===== config.mk =====
export PLATFORM = sky130hd
export DESIGN_NAME = adc_start_ctrl
export DESIGN_NICKNAME = d
export VERILOG_FILES = /design/src/adc_start_pkg.sv /design/src/adc_start_ctrl.sv
export SDC_FILE = /design/constraint.sdc
export NUM_CORES = 1
export LEC_CHECK = 0
export BUFFER_PORTS_ARGS = -buffer_cell sky130_fd_sc_hd__buf_2
export CORE_UTILIZATION = 25
export CTS_CLUSTER_SIZE = 30
export DETAILED_ROUTE_END_ITERATION = 6
export SETUP_SLACK_MARGIN = 0.05
export SLEW_MARGIN = 20
export SYNTH_ARGS = -nofsm -noshare
export SYNTH_HDL_FRONTEND = slang
export SYNTH_SLANG_ARGS = --single-unit
export TNS_END_PERCENT = 50

===== constraint.sdc =====
create_clock -name clk_sys -period 1.7 [get_ports clk_sys]
set_input_delay 0.085 -clock clk_sys [delete_from_list [all_inputs] [get_ports clk_sys]]
set_output_delay 0.085 -clock clk_sys [all_outputs]
set_load 0.03 [all_outputs]

===== src/adc_start_pkg.sv =====
// ****************************************************************************
// Shared constants for the converter start and module standby block.
// ****************************************************************************
`default_nettype none

package adc_start_pkg;

	// ************************************************************************
	// Bus and register geometry.
	// ************************************************************************

	// Width of the Wishbone data bus.
	localparam int unsigned DATA_W = 32;
	// Width of the byte address; the word index is address bits 11 down to 2.
	localparam int unsigned ADDR_W = 12;
	// Width of a register word index.
	localparam int unsigned IDX_W = 10;
	// Width of each register.
	localparam int unsigned REG_W = 8;

	// ************************************************************************
	// Register indices; the byte address is four times the index.
	// ************************************************************************

	// Conversion start register.
	localparam logic [IDX_W-1:0] CONV_START_IDX = 10'h0C7;
	// Peripheral clock stop register.
	localparam logic [IDX_W-1:0] CLK_STOP_IDX = 10'h0D0;
	// Sticky event status register, write one to clear.
	localparam logic [IDX_W-1:0] IRQ_STAT_IDX = 10'h0D1;
	// Interrupt mask register, same layout as the status register.
	localparam logic [IDX_W-1:0] IRQ_MASK_IDX = 10'h0D2;

	// ************************************************************************
	// Field positions and reset values.
	// ************************************************************************

	// Conversion start flag position in the start register.
	localparam int unsigned START_FLAG_BIT = 7;
	// Reserved bits of the start register, always read as one.
	localparam logic [REG_W-1:0] START_RSVD_ONES = 8'h7F;
	// Converter clock stop bit in the clock stop register.
	localparam int unsigned CONV_CLK_STOP_BIT = 4;
	// Reset value of the clock stop register.
	localparam logic [REG_W-1:0] CLK_STOP_RESET = 8'hFF;

	// Event bits of the status and mask registers.
	localparam int unsigned EV_W = 3;
	localparam int unsigned EV_DONE_BIT = 0;
	localparam int unsigned EV_ABORT_BIT = 1;
	localparam int unsigned EV_REFUSED_BIT = 2;
	// Reset value of the status and mask registers.
	localparam logic [EV_W-1:0] EV_RESET = 3'h0;

	// Converter control states.
	typedef enum logic [0:0] {
		CONV_IDLE = 1'b0,
		CONV_RUN  = 1'b1
	} conv_state_t;

endpackage

`default_nettype wire


===== src/adc_start_ctrl.sv =====
`timescale 1ns/1ps
`default_nettype none

module adc_start_ctrl (
	// System clock and synchronous reset.
	input  wire logic                                  clk_sys,
	input  wire logic                                  rst,
	// Classic Wishbone slave.
	input  wire logic                                  wb_cyc_i,
	input  wire logic                                  wb_stb_i,
	input  wire logic                                  wb_we_i,
	input  wire logic [adc_start_pkg::ADDR_W-1:0]      wb_adr_i,
	input  wire logic [adc_start_pkg::DATA_W/8-1:0]    wb_sel_i,
	input  wire logic [adc_start_pkg::DATA_W-1:0]      wb_dat_i,
	output logic                                       wb_ack_o,
	output logic      [adc_start_pkg::DATA_W-1:0]      wb_dat_o,
	// Converter datapath side.
	input  wire logic                                  conv_end_i,
	output logic                                       conv_run_o,
	output logic                                       conv_start_o,
	output logic                                       conv_abort_o,
	output logic                                       conv_clk_en_o,
	output logic                                       conv_standby_o,
	// All peripheral clock stop bits, the converter bit included.
	output logic      [adc_start_pkg::REG_W-1:0]       periph_clock_stop_o,
	// Interrupt request, level.
	output logic                                       irq_o
);

	// ************************************************************************
	// Helper functions.
	// ************************************************************************

	// Returns the word index held in a byte address.
	function automatic logic [adc_start_pkg::IDX_W-1:0] word_idx(
		input logic [adc_start_pkg::ADDR_W-1:0] adr
	);
		word_idx = adr[adc_start_pkg::ADDR_W-1:2];
	endfunction

	// Returns one when an accepted write targets the given register index.
	function automatic logic write_hit(
		input logic                              wr,
		input logic [adc_start_pkg::IDX_W-1:0]   idx,
		input logic [adc_start_pkg::IDX_W-1:0]   target
	);
		write_hit = wr && (idx == target);
	endfunction

	// ************************************************************************
	// Declarations.
	// ************************************************************************

	// Acknowledge register of the bus slave.
	logic                                  ack_q;
	// Registered read data.
	logic [adc_start_pkg::DATA_W-1:0]      rdata_q;
	// Word index of the current request.
	logic [adc_start_pkg::IDX_W-1:0]       idx;
	// Write commit strobe, high in the cycle that ack is given.
	logic                                  wr_commit;
	// Read data chosen by the address decoder.
	logic [adc_start_pkg::REG_W-1:0]       rd_mux;
	// Clock stop register.
	logic [adc_start_pkg::REG_W-1:0]       clk_stop_q;
	// Converter control state.
	adc_start_pkg::conv_state_t            state_q;
	adc_start_pkg::conv_state_t            state_d;
	// Start and abort pulses towards the datapath.
	logic                                  start_pulse_q;
	logic                                  abort_pulse_q;
	// Status and mask registers of the interrupt logic.
	logic [adc_start_pkg::EV_W-1:0]        stat_q;
	logic [adc_start_pkg::EV_W-1:0]        mask_q;
	// Per-register write strobes.
	logic                                  wr_start;
	logic                                  wr_clk_stop;
	logic                                  wr_stat;
	logic                                  wr_mask;
	// Decoded software requests on the start flag.
	logic                                  start_req;
	logic                                  stop_req;
	// Standby level derived from the clock stop bit.
	logic                                  standby;
	// One-cycle events feeding the status register.
	logic [adc_start_pkg::EV_W-1:0]        events;
	// Bits that software asks to clear in the status register.
	logic [adc_start_pkg::EV_W-1:0]        stat_clr;

	// ************************************************************************
	// Wishbone slave.
	// ************************************************************************

	// Every request is answered one cycle after it arrives, unmapped ones too.
	always_ff @(posedge clk_sys) begin
		if (rst) begin
			ack_q <= 1'b0;
		end else begin
			ack_q <= wb_cyc_i && wb_stb_i && !ack_q;
		end
	end

	// Word index of the request.
	assign idx = word_idx(wb_adr_i);

	// A write takes effect on the edge at which the master samples ack, lane 0 only.
	assign wr_commit = wb_cyc_i && wb_stb_i && wb_we_i && ack_q && wb_sel_i[0];

	// Per-register write strobes.
	assign wr_start    = write_hit(wr_commit, idx, adc_start_pkg::CONV_START_IDX);
	assign wr_clk_stop = write_hit(wr_commit, idx, adc_start_pkg::CLK_STOP_IDX);
	assign wr_stat     = write_hit(wr_commit, idx, adc_start_pkg::IRQ_STAT_IDX);
	assign wr_mask     = write_hit(wr_commit, idx, adc_start_pkg::IRQ_MASK_IDX);

	// Read decoder; unmapped addresses read as zero.
	always_comb begin
		rd_mux = '0;
		if (idx == adc_start_pkg::CONV_START_IDX) begin
			// Flag shows the live state, reserved bits always one.
			rd_mux = adc_start_pkg::START_RSVD_ONES;
			rd_mux[adc_start_pkg::START_FLAG_BIT] = (state_q == adc_start_pkg::CONV_RUN);
		end else if (idx == adc_start_pkg::CLK_STOP_IDX) begin
			rd_mux = clk_stop_q;
		end else if (idx == adc_start_pkg::IRQ_STAT_IDX) begin
			rd_mux[adc_start_pkg::EV_W-1:0] = stat_q;
		end else if (idx == adc_start_pkg::IRQ_MASK_IDX) begin
			rd_mux[adc_start_pkg::EV_W-1:0] = mask_q;
		end
	end

	// Read data is captured on the edge that raises ack, upper bits zero.
	always_ff @(posedge clk_sys) begin
		if (rst) begin
			rdata_q <= '0;
		end else if (wb_cyc_i && wb_stb_i && !ack_q) begin
			rdata_q <= {{(adc_start_pkg::DATA_W-adc_start_pkg::REG_W){1'b0}}, rd_mux};
		end
	end

	// Bus outputs come straight from their flops.
	assign wb_ack_o = ack_q;
	assign wb_dat_o = rdata_q;

	// ************************************************************************
	// Clock stop register and module standby.
	// ************************************************************************

	// Fully writable byte, all ones after reset so every module runs.
	always_ff @(posedge clk_sys) begin
		if (rst) begin
			clk_stop_q <= adc_start_pkg::CLK_STOP_RESET;
		end else if (wr_clk_stop) begin
			clk_stop_q <= wb_dat_i[adc_start_pkg::REG_W-1:0];
		end
	end

	// A zero in the converter bit holds the converter in standby.
	assign standby = !clk_stop_q[adc_start_pkg::CONV_CLK_STOP_BIT];

	// Standby outputs come straight from the register flop.
	assign conv_standby_o      = standby;
	assign conv_clk_en_o       = clk_stop_q[adc_start_pkg::CONV_CLK_STOP_BIT];
	assign periph_clock_stop_o = clk_stop_q;

	// ************************************************************************
	// Conversion control.
	// ************************************************************************

	// Software requests; the reserved bits of the write data are ignored.
	assign start_req = wr_start && wb_dat_i[adc_start_pkg::START_FLAG_BIT];
	assign stop_req  = wr_start && !wb_dat_i[adc_start_pkg::START_FLAG_BIT];

	// Next state and the events that the transitions raise.
	always_comb begin
		state_d = state_q;
		events  = '0;
		case (state_q)
			adc_start_pkg::CONV_IDLE: begin
				if (start_req && standby) begin
					// A start in standby is refused and reported.
					events[adc_start_pkg::EV_REFUSED_BIT] = 1'b1;
				end else if (start_req) begin
					state_d = adc_start_pkg::CONV_RUN;
				end
			end
			adc_start_pkg::CONV_RUN: begin
				if (stop_req || standby) begin
					// Stop by software, or converter clock removed mid-way.
					state_d = adc_start_pkg::CONV_IDLE;
					events[adc_start_pkg::EV_ABORT_BIT] = 1'b1;
				end else if (conv_end_i) begin
					// Datapath finished; the flag falls back to zero.
					state_d = adc_start_pkg::CONV_IDLE;
					events[adc_start_pkg::EV_DONE_BIT] = 1'b1;
				end
			end
			default: begin
				state_d = adc_start_pkg::CONV_IDLE;
			end
		endcase
	end

	// State register; idle after reset, so the flag reads zero.
	always_ff @(posedge clk_sys) begin
		if (rst) begin
			state_q <= adc_start_pkg::CONV_IDLE;
		end else begin
			state_q <= state_d;
		end
	end

	// One-cycle start and abort pulses towards the datapath.
	always_ff @(posedge clk_sys) begin
		if (rst) begin
			start_pulse_q <= 1'b0;
			abort_pulse_q <= 1'b0;
		end else begin
			start_pulse_q <= (state_q == adc_start_pkg::CONV_IDLE) && (state_d == adc_start_pkg::CONV_RUN);
			abort_pulse_q <= events[adc_start_pkg::EV_ABORT_BIT];
		end
	end

	// Run level follows the state flop; both pulses come from flops.
	assign conv_run_o   = (state_q == adc_start_pkg::CONV_RUN);
	assign conv_start_o = start_pulse_q;
	assign conv_abort_o = abort_pulse_q;

	// ************************************************************************
	// Interrupt status and mask.
	// ************************************************************************

	// Bits that software writes as one are cleared.
	assign stat_clr = wr_stat ? wb_dat_i[adc_start_pkg::EV_W-1:0] : '0;

	// Sticky status; a new event wins over a clear in the same cycle.
	always_ff @(posedge clk_sys) begin
		if (rst) begin
			stat_q <= adc_start_pkg::EV_RESET;
		end else begin
			stat_q <= (stat_q & ~stat_clr) | events;
		end
	end

	// Mask register, plain read/write.
	always_ff @(posedge clk_sys) begin
		if (rst) begin
			mask_q <= adc_start_pkg::EV_RESET;
		end else if (wr_mask) begin
			mask_q <= wb_dat_i[adc_start_pkg::EV_W-1:0];
		end
	end

	// Level interrupt while any unmasked status bit is set.
	assign irq_o = |(stat_q & mask_q);
endmodule

`default_nettype wire


==> results of run 1 <==
-- worst paths after layout --
path | endpoint | start
worst max-delay path | periph_clock_stop_o[4] | wb_ack_o
worst min-delay path | periph_clock_stop_o[6] | wb_dat_i[6]
worst max register to register | periph_clock_stop_o[4] | wb_ack_o
worst min register to register | wb_dat_o[1] | wb_dat_o[1]
-- kinds of logic (layout without fill, tap and decap cells) --
kind of cell	Yosys count	in the layout	synth area share [%]
buffers and inverters	32	58	14.5
DFF	26	26	35.2
AOI/OAI and AO/OA	30	30	14.4
muxes	8	8	5.41
and+or+nand+nor	76	76	30.3
other	1	24	0.253
-- worst register-to-register path, stage by stage (launching register included) --
cell and delay [ps]:
dfxtp_2 360, and4_1 240, nand2_1 110, nor4_4 240, buf_4 230, mux2i_1 220
-- Yosys cell counts (3+ instances only) --
cell / number / share of area [%]
dfxtp_1: 26 / 35
o21ai_0: 4 / 1.4
inv_1: 3 / 0.76
o31ai_1: 3 / 1.5
nand3_1: 3 / 1.0
nand2_1: 9 / 2.3
a222oi_1: 4 / 2.7
nand4_1: 7 / 3.0
mux2i_1: 8 / 5.4
nand2b_1: 3 / 1.3
nor3_1: 6 / 2.0
o21a_1: 3 / 1.5
nor2b_1: 3 / 1.3
a21oi_1: 9 / 3.0
nor2_1: 26 / 6.6
buf_4: 25 / 13
-- per-layer routing --
layer  GRT usage (%)  up-vias  part of all wire [%]  wire length, um
met5               0        -                     0                0
met4            2.55        0                  0.58               21
met1            15.1      618                    46             1660
met2            20.4       55                    46             1670
li1                -      672                     -                -
met3            3.91        4                   7.3              266
-- metrics by stage --
| step | worst slack (ps) | std cells | power (uW) |
|---|---|---|---|
| finish | 219 | 294 | 1350 |
| CTS | 203 | 294 | 1370 |
| detailed placement | 186 | 290 | 854 |
| global route | 125 | 294 | 1410 |
| global placement | 188 | 290 | 854 |
| floorplan | 87.2 | 196 | 831 |
-- report_power, final --
part / switching [uW] / internal (uW)
Sequential: 3.98 / 617
Combinational: 163 / 56.8
Clock: 194 / 315
-- layout make-up --
cell class                 instances  area, sq um
multi-input combinational        138          832
fill                             628         3820
timing repair buffer              51          265
tap                               72         90.1
clock buffer                       3         41.3
clock inverter                     1         30.0
sequential                        26          522
inverter                           3         11.3
-- cell usage in the layout, fill, tap and decap left out, types with 4 or more instances in the layout --
cell       n
buf_2     47
nor2_1    26
conb_1    24
nand4_1    7
mux2i_1    8
a21oi_1    9
a222oi_1   4
buf_4      4
nor3_1     6
o21ai_0    4
dfxtp_1   25
nand2_1    9
-- sequential cells by signal (all words and copies together), names as in the netlist --
signal and cells:
conv_start_o 1, conv_abort_o 1, mask_q 3, stat_q 3, wb_dat_o 8, periph_clock_stop_o 8, conv_run_o 1, wb_ack_o 1
==> results.py, run 1 <==
metrics = {
    "worst_setup_path": {
        "crit_path_max_incr_delay_ps": 360,
        "cp_num_buf_inv": 1,
        "crit_path_end_kind": "flip-flop",
        "criticalPathCategory": "reg2reg",
        "critPathSlowestCell": "dfxtp_2",
        "cp.required_ps": 1900,
        "crit_cells": 5,
        "critPathLaunchType": "flip-flop",
        "rr_worst_depth": 5,
        "crit_chain": "and4_1, nand2_1, nor4_4, buf_4, mux2i_1",
        "rrSetupSlack_ps": 220,
        "worstPathArrival_ps": 1680,
        "worstPathMaxFanout": 8,
        "crit_family": "simple AND/OR/NAND/NOR gates",
    },
    "cells_and_area": {
        "syn2layout_area_growth_pct": 21.0,
        "n_antenna_cell": 0,
        "final_area_sq_mm": 0.00179,
        "post-route-util_pct": 32.0,
        "drive_gt1_share_pct": 29.3,
        "nNetsFinal": 277,
    },
    "floorplanning": {
        "num_rows": 27,
        "start_util_pct": 26.4,
        "die_h_um": 78.9,
        "die-area_sq_mm": 0.00623,
        "fp.dieW_um": 78.9,
        "design.core.area_sq_mm": 0.00561,
        "io_pins": 101,
    },
    "detailed_routing": {
        "wl_um": 3630,
        "drc": 0,
        "wire_per_inst_um": 12.3,
        "vias": 1349,
        "drtIter0Drc": 69,
        "viasPerCell": 4.59,
        "first_pass_iters": 4,
        "ant_nets": 0,
    },
    "logic_synthesis": {
        "synthCells": 173,
        "synth_cell_types": 40,
        "ys.flop_type": "dfxtp_1",
        "async_flop_share_pct": 0,
        "ys_warn_count": 0,
        "netlist_area_sq_mm": 0.00148,
        "syn_area_per_cell_sq_um": 8.56,
        "ys_seq_area_share_pct": 35.2,
        "synth-edff-count": 0,
        "ys_ff_latch": 26,
    },
    "clock_tree": {
        "cts_setup_buffers": 0,
        "path_clk_slew_ps": 90,
        "hold_buffers": 0,
        "cts_root_buffer": "clkbuf_8",
        "clock-sinks": 26,
        "cts_inserted_buffers": 3,
        "cts-htree-levels": 1,
        "clock_path_buffers": 2,
        "tritoncts": "yes",
        "clock_latency_ps": 270,
        "cts_resized": 0,
    },
    "timing": {
        "fin_crit_sh_pct": 87.1,
        "hold_violations": 0,
        "setup_tns_ps": 0,
        "rsz0062_at_grt": "no",
        "fin_hold_ws_ps": 73.6,
        "max_freq_mhz": 675,
        "finalMaxSlewViolations": 0,
        "fin_skew_ps": 1.46,
        "fin_crit_ps": 1480,
        "setup_viol": 0,
    },
    "placement": {
        "dpl.hpwl_um": 2930,
        "gp_congestion": 0.830,
        "place_area_sq_mm": 0.00172,
        "portBuffers": 47,
    },
    "grt": {
        "track_usage_pct": 12.1,
        "grt_pass1_wl_um": 5790,
        "antenna_found_initial": 0,
        "grt_pass1_vias": 1203,
        "grt_max_degree": 19,
        "grt_overflow": 0,
    },
    "min_path": {
        "min_path_type": "in2reg",
        "holdPathStages": 3,
    },
    "power_and_ir_drop": {
        "vdd_drop_max_uv": 359,
        "power.leakage_uw": 0.000753,
        "power.density_mw_per_mm2": 753,
    },
    "flow_run": {
        "drv_cap": 0,
    },
    "outcome": {
        "run_status": "completed",
    },
}
Note: power is estimated with default switching activity, not from simulation.
==> run 2, diff against run 1 <==
- CORE_UTILIZATION: 25 -> 41
- GPL_ROUTABILITY_DRIVEN: unset -> 0
- PLACE_DENSITY: unset -> 0.79
==> results.py, run 2 (same netlist as run 1, synthesis figures left out) <==
metrics = {
    "timing": {
        "fin_crit_ps": 1470,
        "fin_skew_ps": 2.88,
        "fin_crit_sh_pct": 86.7,
        "setup_tns_ps": 0,
        "max_freq_mhz": 679,
        "setup_viol": 0,
        "rsz0062_at_grt": "no",
        "fin_ws_ps": 226,
        "fin_hold_ws_ps": 0.684,
        "hold_violations": 0,
        "finalMaxSlewViolations": 0,
    },
    "placement": {
        "portBuffers": 47,
        "dpl.hpwl_um": 2590,
        "pre_cts_slack_ps": 175,
    },
    "min_path": {
        "min_path_type": "in2reg",
    },
    "floorplanning": {
        "fp.dieW_um": 62.1,
        "die_h_um": 62.1,
        "io_pins": 101,
        "die-area_sq_mm": 0.00385,
        "num_rows": 21,
        "start_util_pct": 43.7,
        "design.core.area_sq_mm": 0.00339,
    },
    "worst_setup_path": {
        "cp.required_ps": 1980,
        "critPathLaunchType": "flip-flop",
        "crit_path_max_incr_delay_ps": 370,
        "rrSetupSlack_ps": 230,
        "worstPathArrival_ps": 1750,
        "crit_path_end_kind": "flip-flop",
        "worstPathMaxFanout": 8,
        "critPathSlowestCell": "dfxtp_2",
        "crit_chain": "and4_1, nand2_1, nor4_4, buf_4, mux2i_1",
        "criticalPathCategory": "reg2reg",
    },
    "outcome": {
        "run_status": "completed",
    },
    "clock_tree": {
        "path_clk_slew_ps": 150,
        "cts_root_buffer": "clkbuf_4",
        "hold_buffers": 2,
        "clock_latency_ps": 340,
        "cts-htree-levels": 1,
        "cts_resized": 0,
        "cts_inserted_buffers": 3,
        "cts_setup_buffers": 0,
        "tritoncts": "yes",
        "clock-sinks": 26,
        "clock_path_buffers": 2,
    },
    "detailed_routing": {
        "vias": 1394,
        "drtIter0Drc": 92,
        "first_pass_iters": 4,
        "wl_um": 3400,
        "wire_per_inst_um": 12.6,
        "ant_nets": 0,
        "drc": 0,
        "viasPerCell": 5.18,
    },
    "cells_and_area": {
        "post-route-util_pct": 51.8,
        "drive_gt1_share_pct": 28.3,
        "final_cell_mix": "buf_2 (47), nor2_1 (26), dfxtp_1 (25)",
        "regArea_sq_um": 522,
        "multiInputGateArea_sq_um": 832,
        "n_antenna_cell": 0,
        "n_fill_cell": 336,
        "final_common_cell": "buf_2",
        "nNetsFinal": 278,
        "syn2layout_area_growth_pct": 18.6,
    },
    "grt": {
        "track_usage_pct": 18.4,
        "grt_pass1_wl_um": 5210,
        "grt_max_degree": 26,
        "antenna_found_initial": 0,
        "grt_pass1_vias": 1190,
        "grt_overflow": 0,
    },
    "flow_run": {
        "drv_cap": 0,
    },
    "power_and_ir_drop": {
        "power.leakage_uw": 0.000748,
        "power.density_mw_per_mm2": 733,
        "vdd_drop_max_uv": 308,
    },
}
[run 2: metrics by stage]
step | total power, uW | std cells | instance area, sq um
2_1_floorplan | 831 | 196 | 1570
3_3_place_gp | 848 | 262 | 1670
3_5_place_dp | 850 | 262 | 1670
4_1_cts | 1280 | 268 | 1750
5_1_grt | 1340 | 269 | 1760
6_report | 1290 | 269 | 1760
[run 2: layout make-up]
type	count	share of cell area (%)
sequential	26	29.7
timing repair buffer	52	16.0
clock inverter	1	1.71
tap	46	3.28
clock buffer	3	1.28
inverter	3	0.641
multi-input combinational	138	47.4
[run 2: metal layers]
layer  share of wire [%]  track usage [%]  vias up
met5                   0                0        -
met4                 1.3             5.71        0
met3                 6.8             3.11       10
met2                  50             32.7       62
met1                  42             22.6      642
li1                    -                -      680
[run 2: critical path: cells and delay by family (launching register included)]
family | cells | cell delay, ps
buffers and inverters | 1 | 230
DFF | 1 | 370
muxes | 1 | 200
and+or+nand+nor | 3 | 610
[run 2: final timing paths]
check,start,endpoint,cells after the start
max,wb_ack_o,periph_clock_stop_o[2],5
min,wb_dat_i[4],periph_clock_stop_o[4],3
max reg2reg,wb_ack_o,periph_clock_stop_o[2],5
min reg2reg,wb_dat_o[0],wb_dat_o[0],2
[run 2: where the power goes]
group | internal [uW] | switching [uW] | total [uW]
combinational | 59.7 | 163 | 223
sequential | 618 | 3.58 | 622
clock | 239 | 203 | 442
